===== src/core/dfm_pkg.sv =====
// shared constants of the diagnostic fault and converter monitor
package dfm_pkg;
  // register addresses
  localparam logic [4:0] ADDR_SETUP_ONE = 5'h02;
  localparam logic [4:0] ADDR_SETUP_TWO = 5'h03;
  localparam logic [4:0] ADDR_ALARM_MASK = 5'h04;
  localparam logic [4:0] ADDR_CHAN_CFG = 5'h05;
  localparam logic [4:0] ADDR_ANA_FLAGS = 5'h06;
  localparam logic [4:0] ADDR_STATUS = 5'h07;
  // reset values
  localparam logic [15:0] SETUP_ONE_RST = 16'h0000;
  localparam logic [15:0] SETUP_TWO_RST = 16'h0000;
  localparam logic [15:0] ALARM_MASK_RST = 16'h0000;
  localparam logic [15:0] CHAN_CFG_RST = 16'h0000;
  // setup one fields
  localparam int TRIP_LSB = 4;
  localparam int QUIET_BIT = 3;
  // trip codes: 00 142C, 01 127C, 10 112C, 11 97C
  localparam logic [1:0] TRIP_142C = 2'h0;
  localparam logic [1:0] TRIP_97C = 2'h3;
  // setup two comparator field
  localparam int CMP_LSB = 0;
  // channel config fields
  localparam int SEL_LSB = 0;
  localparam logic [2:0] START_HI = 3'h4;
  localparam logic [2:0] START_LO = 3'h0;
  // digital flag positions
  localparam int DF_OSC = 0;
  localparam int DF_CAL_UNREF = 1;
  localparam int DF_RESET = 2;
  localparam int DF_WDT = 3;
  localparam int DF_LATCH = 4;
  localparam int DF_INVERSE = 5;
  localparam int DF_CALCRC = 6;
  localparam int DF_INVALID = 7;
  localparam int DF_CLKCNT = 8;
  localparam int DF_SLIP = 9;
  localparam int DF_SERCRC = 10;
  localparam int DF_SLEW = 11;
  localparam int DIG_W = 12;
  // analog flag positions
  localparam int AF_EXTREF = 0;
  localparam int AF_REFERENCE_OUTPUT_NODE = 1;
  localparam int AF_REG = 2;
  localparam int AF_AVCC = 3;
  localparam int AF_TEMP = 4;
  localparam int AF_OPEN = 5;
  localparam int AF_SHORT = 6;
  localparam int ANA_W = 7;
  // alarm mask positions
  localparam int MK_OSC = 0;
  localparam int MK_WDT = 1;
  localparam int MK_LATCH = 2;
  localparam int MK_INVERSE = 3;
  localparam int MK_INVALID = 4;
  localparam int MK_SLIP = 5;
  localparam int MK_SERCRC = 6;
  localparam int MK_OPEN = 7;
  localparam int MK_SHORT = 8;
  localparam int MK_TEMP = 9;
  // status word sync pattern
  localparam logic [1:0] SYNC_PAT = 2'h2;
  // conversion latency in oscillator cycles
  localparam int CONV_CYCLES_DEF = 40;
endpackage


===== src/core/dfm_adc_if.sv =====
// link between the monitor core and the conversion sequencer
`timescale 1ns/1ps
interface dfm_adc_if;
  logic        start;
  logic [4:0]  sel;
  logic        busy;
  logic [4:0]  res_ch;
  logic [11:0] res_data;
  modport ctrl (input start, sel, output busy, res_ch, res_data);
  modport core (output start, sel, input busy, res_ch, res_data);
endinterface


===== src/core/dfm_adc_ctrl.sv =====
// single-shot diagnostic conversion sequencer
`timescale 1ns/1ps
module dfm_adc_ctrl #(
  parameter int CONV_CYCLES = dfm_pkg::CONV_CYCLES_DEF
) (
  input  wire logic        clock,
  input  wire logic        rst_n,
  dfm_adc_if.ctrl          cv,
  input  wire logic [11:0] raw_data,
  output logic             conv_start,
  output logic [4:0]       mux
);
  typedef enum logic [0:0] {
    DFM_IDLE = 1'b0,
    DFM_CONV = 1'b1
  } dfm_cst_t;

  dfm_cst_t    st_r, st_nxt;
  logic [15:0] cnt_r, cnt_nxt;
  logic        go_nxt;
  logic [4:0]  mux_nxt;
  logic [4:0]  ch_nxt;
  logic [11:0] dat_nxt;

  always_comb begin
    st_nxt  = st_r;
    cnt_nxt = cnt_r;
    go_nxt  = 1'b0;
    mux_nxt = mux;
    ch_nxt  = cv.res_ch;
    dat_nxt = cv.res_data;
    unique case (st_r)
      DFM_IDLE: begin
        if (cv.start) begin
          st_nxt  = DFM_CONV;
          go_nxt  = 1'b1;
          mux_nxt = cv.sel;
          cnt_nxt = 16'(CONV_CYCLES - 1);
        end
      end
      DFM_CONV: begin
        // further starts are dropped here
        if (cnt_r == 16'h0000) begin
          st_nxt  = DFM_IDLE;
          ch_nxt  = mux;
          dat_nxt = raw_data;
        end else begin
          cnt_nxt = cnt_r - 16'h0001;
        end
      end
    endcase
    if (!rst_n) begin
      st_nxt  = DFM_IDLE;
      cnt_nxt = 16'h0000;
      go_nxt  = 1'b0;
      mux_nxt = 5'h00;
      ch_nxt  = 5'h00;
      dat_nxt = 12'h000;
    end
  end

  always_ff @(posedge clock) begin
    st_r        <= st_nxt;
    cnt_r       <= cnt_nxt;
    conv_start  <= go_nxt;
    mux         <= mux_nxt;
    cv.res_ch   <= ch_nxt;
    cv.res_data <= dat_nxt;
  end

  assign cv.busy = (st_r == DFM_CONV);
endmodule


===== src/core/dfm_sync.sv =====
// two-stage synchroniser bank
`timescale 1ns/1ps
module dfm_sync #(
  parameter int W = 1
) (
  input  wire logic         clock,
  input  wire logic         rst_n,
  input  wire logic [W-1:0] d,
  output logic      [W-1:0] q
);
  logic [W-1:0] s1_r;
  logic [W-1:0] s1_nxt;
  logic [W-1:0] q_nxt;

  always_comb begin
    s1_nxt = rst_n ? d : '0;
    q_nxt  = rst_n ? s1_r : '0;
  end

  always_ff @(posedge clock) begin
    s1_r <= s1_nxt;
    q    <= q_nxt;
  end
endmodule


===== src/core/dfm_top.sv =====
// diagnostic flag latching, alarm line and converter control
// How it works
// - two-bit field in setup one picks trip level 142, 127, 112 or 97 C
// - over-temperature sets the temperature flag and pulls the alarm low
// - temperature comparison is always active, nothing disables it
// - node comparator monitoring is off after reset until setup two enables it
// - one sticky flag per monitored node, set when it leaves its window
// - reference output fault sets its own flag; dependent flags may follow
// - analog flags are sticky; writing one clears only once the cause is gone
// - alarm is active-low open-drain: released with no fault, low with one
// - alarm is driven by all listed digital faults except calibration-not-refreshed, reset and slew busy, and by all analog faults
// - ten faults are maskable; cal CRC, clock count, node comparators are not
// - calibration-not-refreshed and reset flags never reach the alarm
// - quiet-diagnostics bit keeps clock count error off the alarm
// - every readback carries the inverted present alarm pin level
// - digital, analog and watchdog summaries are reported beside alarm status
// - converter mux select is bits 4 to 0 of the channel config register
// - mux codes select the documented nodes; other codes are reserved
// - channel config write with bits 10:8 = 100, 7:5 = 000 starts one conversion
// - a finished conversion places its 12-bit result in the status word
// - summaries are plain ORs; digital one leaves out slew busy
// - status holds last result with the channel that produced it
// - while converting, busy shows and new starts are ignored
`timescale 1ns/1ps
module dfm_top #(
  parameter int CONV_CYCLES = dfm_pkg::CONV_CYCLES_DEF
) (
  input  wire logic                       clock,
  input  wire logic                       rst_n,
  input  wire logic                       reg_wr,
  input  wire logic [4:0]                 reg_addr,
  input  wire logic [15:0]                reg_wdata,
  input  wire logic [4:0]                 rd_addr,
  input  wire logic [dfm_pkg::DIG_W-1:0]  dig_flags,
  input  wire logic                       watchdog_summary_bit,
  input  wire logic                       temp_over_raw,
  input  wire logic [3:0]                 node_fault_raw,
  input  wire logic                       open_raw,
  input  wire logic                       short_raw,
  input  wire logic                       alarm_pin_in,
  input  wire logic [11:0]                adc_raw_data,
  output logic                            alarm_out,
  output logic                            alarm_oe,
  output logic [1:0]                      temp_trip_sel,
  output logic                            cmp_enable,
  output logic [4:0]                      adc_mux,
  output logic                            adc_start,
  output logic [dfm_pkg::ANA_W-1:0]       ana_flags,
  output logic [23:0]                     status_word,
  output logic [23:0]                     rd_data
);
  // mux select codes
  localparam logic [4:0] SEL_TEMP    = 5'h00;
  localparam logic [4:0] SEL_EXTREF  = 5'h03;
  localparam logic [4:0] SEL_BANDGAP = 5'h04;
  localparam logic [4:0] SEL_SENSE_P = 5'h0D;
  localparam logic [4:0] SEL_SENSE_N = 5'h0E;
  localparam logic [4:0] SEL_AVCC    = 5'h14;
  localparam logic [4:0] SEL_LOGIC   = 5'h16;
  localparam logic [4:0] SEL_REFERENCE_GROUND_NODE  = 5'h18;
  localparam logic [4:0] SEL_DIGITAL_GROUND_NODE    = 5'h1A;
  localparam logic [4:0] SEL_HV_ONE  = 5'h1B;
  localparam logic [4:0] SEL_HV_NEG  = 5'h1D;
  localparam logic [4:0] SEL_REFERENCE_OUTPUT_NODE  = 5'h1F;

  function automatic logic sel_valid(input logic [4:0] s);
    sel_valid = (s == SEL_TEMP) || (s == SEL_EXTREF) || (s == SEL_BANDGAP) ||
                (s == SEL_SENSE_P) || (s == SEL_SENSE_N) ||
                (s >= SEL_AVCC && s <= SEL_LOGIC) ||
                (s >= SEL_REFERENCE_GROUND_NODE && s <= SEL_HV_NEG) || (s == SEL_REFERENCE_OUTPUT_NODE);
  endfunction

  dfm_adc_if cv ();

  // analog inputs into the clock domain
  logic                      temp_over;
  logic [3:0]                node_fault;
  logic                      open_flt;
  logic                      short_flt;
  logic                      pin_level;

  dfm_sync #(.W(8)) u_sync (
    .clock (clock),
    .rst_n (rst_n),
    .d     ({alarm_pin_in, short_raw, open_raw, node_fault_raw, temp_over_raw}),
    .q     ({pin_level, short_flt, open_flt, node_fault, temp_over})
  );

  dfm_adc_ctrl #(.CONV_CYCLES(CONV_CYCLES)) u_adc (
    .clock      (clock),
    .rst_n      (rst_n),
    .cv         (cv.ctrl),
    .raw_data   (adc_raw_data),
    .conv_start (adc_start),
    .mux        (adc_mux)
  );

  // register write side
  logic [15:0] setup_one_r, setup_one_nxt;
  logic [15:0] setup_two_r, setup_two_nxt;
  logic [15:0] mask_r, mask_nxt;
  logic [15:0] chan_r, chan_nxt;
  logic        start_nxt;
  logic        start_r;

  always_comb begin
    setup_one_nxt = setup_one_r;
    setup_two_nxt = setup_two_r;
    mask_nxt      = mask_r;
    chan_nxt      = chan_r;
    start_nxt     = 1'b0;
    if (reg_wr) begin
      unique case (reg_addr)
        dfm_pkg::ADDR_SETUP_ONE:  setup_one_nxt = reg_wdata;
        dfm_pkg::ADDR_SETUP_TWO:  setup_two_nxt = reg_wdata;
        dfm_pkg::ADDR_ALARM_MASK: mask_nxt = reg_wdata;
        dfm_pkg::ADDR_CHAN_CFG: begin
          chan_nxt  = reg_wdata;
          start_nxt = (reg_wdata[10:8] == dfm_pkg::START_HI) &&
                      (reg_wdata[7:5] == dfm_pkg::START_LO);
        end
        default: ;
      endcase
    end
    if (!rst_n) begin
      setup_one_nxt = dfm_pkg::SETUP_ONE_RST;
      setup_two_nxt = dfm_pkg::SETUP_TWO_RST;
      mask_nxt      = dfm_pkg::ALARM_MASK_RST;
      chan_nxt      = dfm_pkg::CHAN_CFG_RST;
      start_nxt     = 1'b0;
    end
  end

  always_ff @(posedge clock) begin
    setup_one_r <= setup_one_nxt;
    setup_two_r <= setup_two_nxt;
    mask_r      <= mask_nxt;
    chan_r      <= chan_nxt;
    start_r     <= start_nxt;
  end

  assign cv.start = start_r;
  assign cv.sel   = chan_r[dfm_pkg::SEL_LSB +: 5];

  // analog sticky flags
  logic [dfm_pkg::ANA_W-1:0] cause;
  logic [dfm_pkg::ANA_W-1:0] w1c;
  logic [dfm_pkg::ANA_W-1:0] ana_nxt;
  logic                      cmp_on;

  always_comb begin
    cmp_on = |setup_two_r[dfm_pkg::CMP_LSB +: 2];
    cause  = '0;
    cause[dfm_pkg::AF_TEMP]   = temp_over;
    cause[dfm_pkg::AF_EXTREF] = cmp_on & node_fault[0];
    cause[dfm_pkg::AF_REFERENCE_OUTPUT_NODE] = cmp_on & node_fault[1];
    cause[dfm_pkg::AF_REG]    = cmp_on & node_fault[2];
    cause[dfm_pkg::AF_AVCC]   = cmp_on & node_fault[3];
    cause[dfm_pkg::AF_OPEN]   = open_flt;
    cause[dfm_pkg::AF_SHORT]  = short_flt;
    w1c = '0;
    if (reg_wr && reg_addr == dfm_pkg::ADDR_ANA_FLAGS) begin
      w1c = reg_wdata[dfm_pkg::ANA_W-1:0];
    end
    // a live cause always wins over the clear
    ana_nxt = (ana_flags & ~w1c) | cause;
    if (!rst_n) begin
      ana_nxt = '0;
    end
  end

  always_ff @(posedge clock) begin
    ana_flags <= ana_nxt;
  end

  // alarm line
  logic [dfm_pkg::DIG_W-1:0] dig_hit;
  logic [dfm_pkg::ANA_W-1:0] ana_hit;
  logic                      fault_nxt;

  always_comb begin
    dig_hit = '0;
    dig_hit[dfm_pkg::DF_OSC]     = dig_flags[dfm_pkg::DF_OSC] &
                                   ~mask_r[dfm_pkg::MK_OSC];
    dig_hit[dfm_pkg::DF_WDT]     = dig_flags[dfm_pkg::DF_WDT] &
                                   ~mask_r[dfm_pkg::MK_WDT];
    dig_hit[dfm_pkg::DF_LATCH]   = dig_flags[dfm_pkg::DF_LATCH] &
                                   ~mask_r[dfm_pkg::MK_LATCH];
    dig_hit[dfm_pkg::DF_INVERSE] = dig_flags[dfm_pkg::DF_INVERSE] &
                                   ~mask_r[dfm_pkg::MK_INVERSE];
    dig_hit[dfm_pkg::DF_CALCRC]  = dig_flags[dfm_pkg::DF_CALCRC];
    dig_hit[dfm_pkg::DF_INVALID] = dig_flags[dfm_pkg::DF_INVALID] &
                                   ~mask_r[dfm_pkg::MK_INVALID];
    dig_hit[dfm_pkg::DF_CLKCNT]  = dig_flags[dfm_pkg::DF_CLKCNT] &
                                   ~setup_one_r[dfm_pkg::QUIET_BIT];
    dig_hit[dfm_pkg::DF_SLIP]    = dig_flags[dfm_pkg::DF_SLIP] &
                                   ~mask_r[dfm_pkg::MK_SLIP];
    dig_hit[dfm_pkg::DF_SERCRC]  = dig_flags[dfm_pkg::DF_SERCRC] &
                                   ~mask_r[dfm_pkg::MK_SERCRC];
    // calibration-unrefreshed, reset and slew bits stay zero here
    ana_hit = ana_flags;
    ana_hit[dfm_pkg::AF_OPEN]  = ana_flags[dfm_pkg::AF_OPEN] &
                                 ~mask_r[dfm_pkg::MK_OPEN];
    ana_hit[dfm_pkg::AF_SHORT] = ana_flags[dfm_pkg::AF_SHORT] &
                                 ~mask_r[dfm_pkg::MK_SHORT];
    ana_hit[dfm_pkg::AF_TEMP]  = ana_flags[dfm_pkg::AF_TEMP] &
                                 ~mask_r[dfm_pkg::MK_TEMP];
    fault_nxt = rst_n & ((|dig_hit) | (|ana_hit));
  end

  always_ff @(posedge clock) begin
    alarm_oe  <= fault_nxt;
    alarm_out <= 1'b0;
  end

  // configuration outputs
  always_ff @(posedge clock) begin
    temp_trip_sel <= setup_one_nxt[dfm_pkg::TRIP_LSB +: 2];
    cmp_enable    <= |setup_two_nxt[dfm_pkg::CMP_LSB +: 2];
  end

  // status word and readback
  localparam logic [dfm_pkg::DIG_W-1:0] DIG_W1 = 1;

  logic        dig_sum;
  logic        ana_sum;
  logic        pin_stat;
  logic [23:0] stat_nxt;
  logic [15:0] rd_word;
  logic [23:0] rd_nxt;

  always_comb begin
    dig_sum  = |(dig_flags & ~(DIG_W1 << dfm_pkg::DF_SLEW));
    ana_sum  = |ana_flags;
    pin_stat = ~pin_level;
    stat_nxt = {dfm_pkg::SYNC_PAT, pin_stat, dig_sum, ana_sum, watchdog_summary_bit,
                cv.busy, cv.res_ch, cv.res_data};
    rd_word  = 16'h0000;
    unique case (rd_addr)
      dfm_pkg::ADDR_SETUP_ONE:  rd_word = setup_one_r;
      dfm_pkg::ADDR_SETUP_TWO:  rd_word = setup_two_r;
      dfm_pkg::ADDR_ALARM_MASK: rd_word = mask_r;
      dfm_pkg::ADDR_CHAN_CFG:   rd_word = chan_r;
      dfm_pkg::ADDR_ANA_FLAGS:  rd_word = 16'(ana_flags);
      default:                  rd_word = 16'h0000;
    endcase
    rd_nxt = {dfm_pkg::SYNC_PAT, pin_stat, rd_addr, rd_word};
    if (rd_addr == dfm_pkg::ADDR_STATUS) begin
      rd_nxt = stat_nxt;
    end
    if (!rst_n) begin
      stat_nxt = 24'h000000;
      rd_nxt   = 24'h000000;
    end
  end

  always_ff @(posedge clock) begin
    status_word <= stat_nxt;
    rd_data     <= rd_nxt;
  end

  // reserved mux codes still convert; software reads the code back
  logic sel_ok_unused;
  assign sel_ok_unused = sel_valid(cv.sel);
endmodule


===== config.mk =====
export PLATFORM = sky130hd
export DESIGN_NAME = dfm_top
export DESIGN_NICKNAME = d
export VERILOG_FILES = /design/src/core/dfm_pkg.sv /design/src/core/dfm_adc_if.sv /design/src/core/dfm_adc_ctrl.sv /design/src/core/dfm_sync.sv /design/src/core/dfm_top.sv
export SDC_FILE = /design/constraint.sdc
export NUM_CORES = 1
export LEC_CHECK = 0
export CAP_MARGIN = 20
export CORE_AREA = 8 8 172 125
export DETAILED_ROUTE_END_ITERATION = 7
export DIE_AREA = 0 0 180 133
export DONT_BUFFER_PORTS = 1
export PLACE_DENSITY_LB_ADDON = 0.15
export SLEW_MARGIN = 20
export SYNTH_ARGS = -nofsm -noshare
export SYNTH_HDL_FRONTEND = slang
export SYNTH_HIERARCHICAL = 1
export SYNTH_SLANG_ARGS = --single-unit

===== constraint.sdc =====
create_clock -name clock -period 2.45 [get_ports clock]
set_clock_uncertainty 0.05 [all_clocks]
set_input_delay 0.1225 -clock clock [delete_from_list [all_inputs] [get_ports clock]]
set_output_delay 0.1225 -clock clock [all_outputs]
set_load 0.01 [all_outputs]

## Word-level counts from Yosys, hierarchy flattened

Cells that the tools add are included.

| operators by class | value |
|---|---|
| add/subtract/negate cells | 1 |
| multiply operators | 0 |
| div/mod/pow operators | 0 |
| order comparisons | 0 |
| equal/unequal tests | 14 |
| shift operators | 0 |
| mux-type cells | 13 |
| bitwise gates (word level) | 34 |
| reductions and logical operators | 19 |

Operators with widths:

| cell | number |
|---|---|
| $pmux 16 s5 | 1 |
| $eq 5x3->1 const B | 7 |
| $mux 16 | 2 |
| $pmux 16 s2 | 1 |
| $mux 24 | 1 |
| $mux 21 | 1 |
| $eq 5x2->1 const B | 4 |
| $and 1x1->1 | 16 |
| $logic_not 16->1 | 1 |
| $sub 16x1->16 const B | 1 |
| $not 1->1 | 14 |
| $reduce_and 2->1 | 7 |
| $reduce_or 7->1 | 2 |
| $reduce_or 11->1 | 1 |
| $reduce_or 9->1 | 1 |
| $and 7x7->7 | 1 |
| $mux 7 | 1 |
| $not 7->7 | 1 |
| $or 7x7->7 | 1 |
| $mux 2 | 3 |
| $reduce_or 2->1 | 3 |
| $ne 2x2->1 const B | 2 |
| $eq 3x3->1 const B | 1 |
| $logic_not 3->1 | 1 |
| 5 further kinds | 7 |

| word-level totals | value |
|---|---|
| flip-flop bits (word level) | 178 |
| latch bits | 0 |
| RAM bits | 0 |
| ROM bits | 0 |
| input bits | 62 |
| output and inout port bits | 66 |
| logic and storage cells | 102 |
| memories | 0 |

## Logic depth before layout (Yosys ltp)

| logic depth | value |
|---|---|
| depth in word-level cells | 6 |
| mapped depth | 8 |
| depth with buffers taken out | 6 |

## Hierarchy

Netlist, hierarchy kept.

By module, submodules not included:

| module | instances | cells an instance | area an instance (µm²) | seq. area each (µm²) |
|---|---|---|---|---|
| dfm_top | 1 | 520 | 4732.0 | 2382.3 |
| dfm_adc_ctrl | 1 | 203 | 1682.9 | 800.8 |
| dfm_sync | 1 | 33 | 446.7 | 320.3 |

## Worst setup path before layout

No wires, ideal clock.

| path | value |
|---|---|
| path kind | register to register |
| from | reg u_adc.cnt_r[4] |
| to | reg u_adc.cnt_r[15] |
| setup time | 70 ps |
| data arrival time | 2097 ps |
| data required time | 2330 ps |
| path slack | 233 ps |
| cell stages (with the launch flop) | 6 |
| path buffers | 1 |
| period minus slack after synthesis | 2217 ps |
| path through | dfxtp_1 > or4_1 > buf_2 > or4_4 > or4_1 > a21oi_1 |

| between the ends | value |
|---|---|
| longest elaborated chain between the ends | 3 |
| elaborated cells between the ends (all ways) | 6 |
| classes of those cells | 1 x add/sub; 1 x eq/ne; 2 x mux; 2 x reduce/logical |

Ends and longest elaborated chain:

| item | RTL line | text |
|---|---|---|
| start, declared | dfm_adc_ctrl.sv:19 | `logic [15:0] cnt_r, cnt_nxt;` |
| start signal, assigned | dfm_adc_ctrl.sv:64 | `cnt_r <= cnt_nxt;` |
| $sub 16x1->16 / $logic_not 16->1 (equally long branches) | dfm_adc_ctrl.sv:48, dfm_adc_ctrl.sv:43 |  |
| $mux 16 / $ne 2x2->1 (equally long branches) | n/a |  |
| $pmux 16 s2 / $reduce_and 2->1 (equally long branches) | n/a |  |

Parallel ways exist; a longest one is shown, timed or not. The select of a mux whose other input is x is not followed.
A chain may end at the register's enable or synchronous reset.

## Final worst setup path

Same ends and word-level chain as after synthesis.

==> results.json <==
{
  "grt_overflow": 0,
  "gr-usage-all-layers_pct": 17.49,
  "cp.arrival_ns": 2.63,
  "ant_nets": 0,
  "syn_area_per_cell_sq_um": 9.076,
  "routed_wl_microns": 21060,
  "critPathSlowestCell": "or4_1",
  "nets": 850,
  "async_reset_ff_share_pct": 0,
  "tns_ns": 0,
  "grt_max_degree": 62,
  "post_drt_wl_per_cell_microns": 20.19,
  "min_period_over_period_pct": 94.81,
  "synth_seq_area_share_pct": 51.06,
  "post-cts-setup-buffers": 0,
  "h-tree-depth": 4,
  "drc": 0,
  "worstReg2RegStart": "u_adc/cnt_r[4]",
  "synth_warnings": 6,
  "cts_tree": "built",
  "hold_class": "primary input to flop",
  "hold_depth": 4,
  "ir_drop_uv": 462.3,
  "io_pins": 128,
  "drive_gt1_share_pct": 9.375,
  "rows": 42,
  "start_util_pct": 36.78,
  "startpoint_type": "flop",
  "r2r_end": "u_adc/cnt_r[15]",
  "synthesis.area_sq_mm": 0.006862,
  "worst_slew_pin_slew_ns": 0.9659,
  "drt_iter0_markers": 445,
  "crit_path_frequent_cell": "or4_1",
  "synth_ff_type": "dfxtp_1",
  "slew_headroom_pct": 35.01,
  "cp-startpoint": "u_adc/cnt_r[4]",
  "io_buffers": 0,
  "post-route-util_pct": 43.53,
  "fmax_ghz": 0.4305,
  "p_per_area_mw_per_mm2": 726.0,
  "clk_latency_ns": 0.43,
  "synth_seq_cells": 175,
  "grt_antenna_before_repair": 1,
  "place.gp.congestion": 0.8366,
  "vias": 5665,
  "hpwl_microns": 14450,
  "drv_cap": 0,
  "first_pass_iters": 5,
  "core_area_sq_mm": 0.01866,
  "slew_violations": 0,
  "cts.sinks": 175,
  "grt_pass1_vias": 5514,
  "vias_per_cell": 5.431,
  "regToRegSetupSlack_ns": 0.13,
  "area_growth_syn_to_layout_pct": 18.36,
  "cts_buffer_depth": 2,
  "grt_pass1_wl_microns": 32780,
  "p_leak_nw": 3.150,
  "setup_viol": 0,
  "die_x_microns": 180,
  "outcome": "complete, no violations",
  "dieArea_sq_mm": 0.02394,
  "cts.clk_slew.worst_paths_ns": 0.07,
  "crit_type": "flop to flop",
  "rr_worst_depth": 4,
  "path_max_fanout": 7,
  "rsz0062_at_grt": "no",
  "hold_viol": 0,
  "ys_types": 55,
  "path_cells": "or4_1 > or4_4 > or4_1 > a21oi_1",
  "hp-start": "reg_addr[1]",
  "worstPathRequired_ns": 2.75,
  "fin_crit_ns": 2.323,
  "cts_made_buffers": 17,
  "synthCells": 756,
  "cp-end-kind": "flop",
  "die_h_microns": 133,
  "hold_path_end": "mask_r[10]",
  "synth-edff-count": 0,
  "cts-root-buf": "clkbuf_16",
  "cpPeakStageDelay_ns": 0.63
}
## sequential cells by signal (all words and copies together), names as in the netlist, 7 cells and up
signal / count
u_adc/cnt_r: 16
ana_flags: 7
setup_two_r: 16
u_sync/q: 8
mask_r: 16
u_adc/cv.res_data: 12
chan_r: 16
status_word: 22
setup_one_r: 16
u_sync/s1_r: 8
rd_data: 23
## cell families (layout without fill, tap and decap cells)
kind of cell	Yosys count	after routing	synth area share (%)
and+or+nand+nor	295	295	22.23
DFF	175	175	51.06
AOI/OAI and AO/OA	144	144	13.07
buffers and inverters	89	131	5.872
muxes	51	51	7.531
adders and majority gates	1	1	0.1823
other	1	4	0.05465
## how the worst max path moves through the flow
stage                                  to  slack (ns)  cells after the start
after floorplan           u_adc/cnt_r[15]        0.23                      5
after global placement    u_adc/cnt_r[15]        0.21                      4
after detailed placement  u_adc/cnt_r[14]        0.14                      6
after CTS                 u_adc/cnt_r[14]        0.12                      6
after global routing      u_adc/cnt_r[10]        0.02                      6
final                     u_adc/cnt_r[15]        0.13                      4
## routing by layer
metal | share of wire (%) | vias to the layer above | GRT usage, %
li1 | - | 2706 | -
met1 | 49 | 2711 | 25.09
met2 | 40 | 234 | 24.09
met3 | 9.8 | 14 | 6.535
met4 | 0.94 | 0 | 4.017
met5 | 0 | - | 0
## synth_stat cells (all sizes together), types with 2 or more instances
library cell,count,area [sq um]
and2,27,183.9
nor3,11,55.05
dfxtp,175,3503
nand2b,8,50.05
a211oi,2,15.01
a2111oi,3,26.28
nor2,58,217.7
a32o,2,20.02
o2111ai,2,17.52
nor4,14,87.58
inv,34,127.6
clkbuf,39,146.4
a22oi,7,52.55
a41o,2,20.02
o31ai,4,30.03
or4b,2,20.02
mux2,5,56.30
or4,12,93.84
a21oi,64,320.3
nand2,91,344.1
a221oi,2,17.52
buf,16,128.9
o221ai,7,61.31
a31oi,5,31.28
nor4b,3,56.31
nor2b,3,18.77
o21ai,19,95.09
o22ai,12,75.07
or3,5,31.28
and3,31,193.9
a21boi,2,15.01
o21a,3,22.52
mux2i,46,460.4
o41ai,3,26.28
nand3,25,125.1
## cell usage in the layout, fill, tap and decap left out, types with 7 or more instances in the layout
| cell type | netlist | routed |
|---|---|---|
| a21oi_1 | 64 | 64 |
| a22oi_1 | 7 | 7 |
| and2_1 | 15 | 15 |
| and2_2 | 12 | 12 |
| and3_1 | 31 | 31 |
| buf_4 | 7 | 16 |
| clkbuf_16 | 0 | 17 |
| dfxtp_1 | 175 | 175 |
| dlygate4sd3_1 | 0 | 48 |
| inv_1 | 34 | 33 |
| mux2i_1 | 46 | 46 |
| nand2_1 | 90 | 90 |
| nand2b_1 | 8 | 8 |
| nand3_1 | 25 | 25 |
| nor2_1 | 58 | 58 |
| nor3_1 | 11 | 11 |
| nor4_1 | 14 | 13 |
| o21ai_0 | 19 | 19 |
| o221ai_1 | 7 | 7 |
| o22ai_1 | 12 | 12 |
| or4_1 | 11 | 11 |
## cell type report
cell class	instances	area (sq um)
repair buffers	65	620.6
flip-flops and latches	175	3503
multi-input cells	494	2972
diodes	1	2.502
well taps	242	302.8
clock buffers	17	425.4
inverters	34	127.6
fillers	1803	10530
clock inverters	15	167.7
## per-stage QoR
stage / instances / hold WS [ns] / worst slack [ns] / total power, mW / instance area, sq um
floorplan: 758 / 0.1002 / 0.2328 / 3.104 / 6869
global placement: 961 / 0.1084 / 0.2112 / 3.131 / 7023
detailed placement: 961 / 0.1079 / 0.1380 / 3.132 / 7023
CTS: 1042 / 0.008320 / 0.1218 / 5.939 / 8117
global route: 1043 / 0.02479 / 0.01776 / 6.112 / 8122
finish: 1043 / 0.02143 / 0.1271 / 5.896 / 8122
## worst max-delay path, delay by kind of cell (launching register included)
kind	cells	cell delay [ns]
DFF	1	0.36
AOI/OAI and AO/OA	1	0.15
and+or+nand+nor	3	1.69
## report_power, final
| group | internal [mW] | switching [mW] |
|---|---|---|
| Clock | 1.46 | 1.27 |
| Combinational | 0.109 | 0.159 |
| Sequential | 2.88 | 0.0278 |
## repair_timing
action,in CTS,in global routing
hold endpoints to repair,154,0
resized for setup,0,1
hold buffers,49,0
endpoints found under the setup margin,0,1
(Power assumes the default switching activity.)
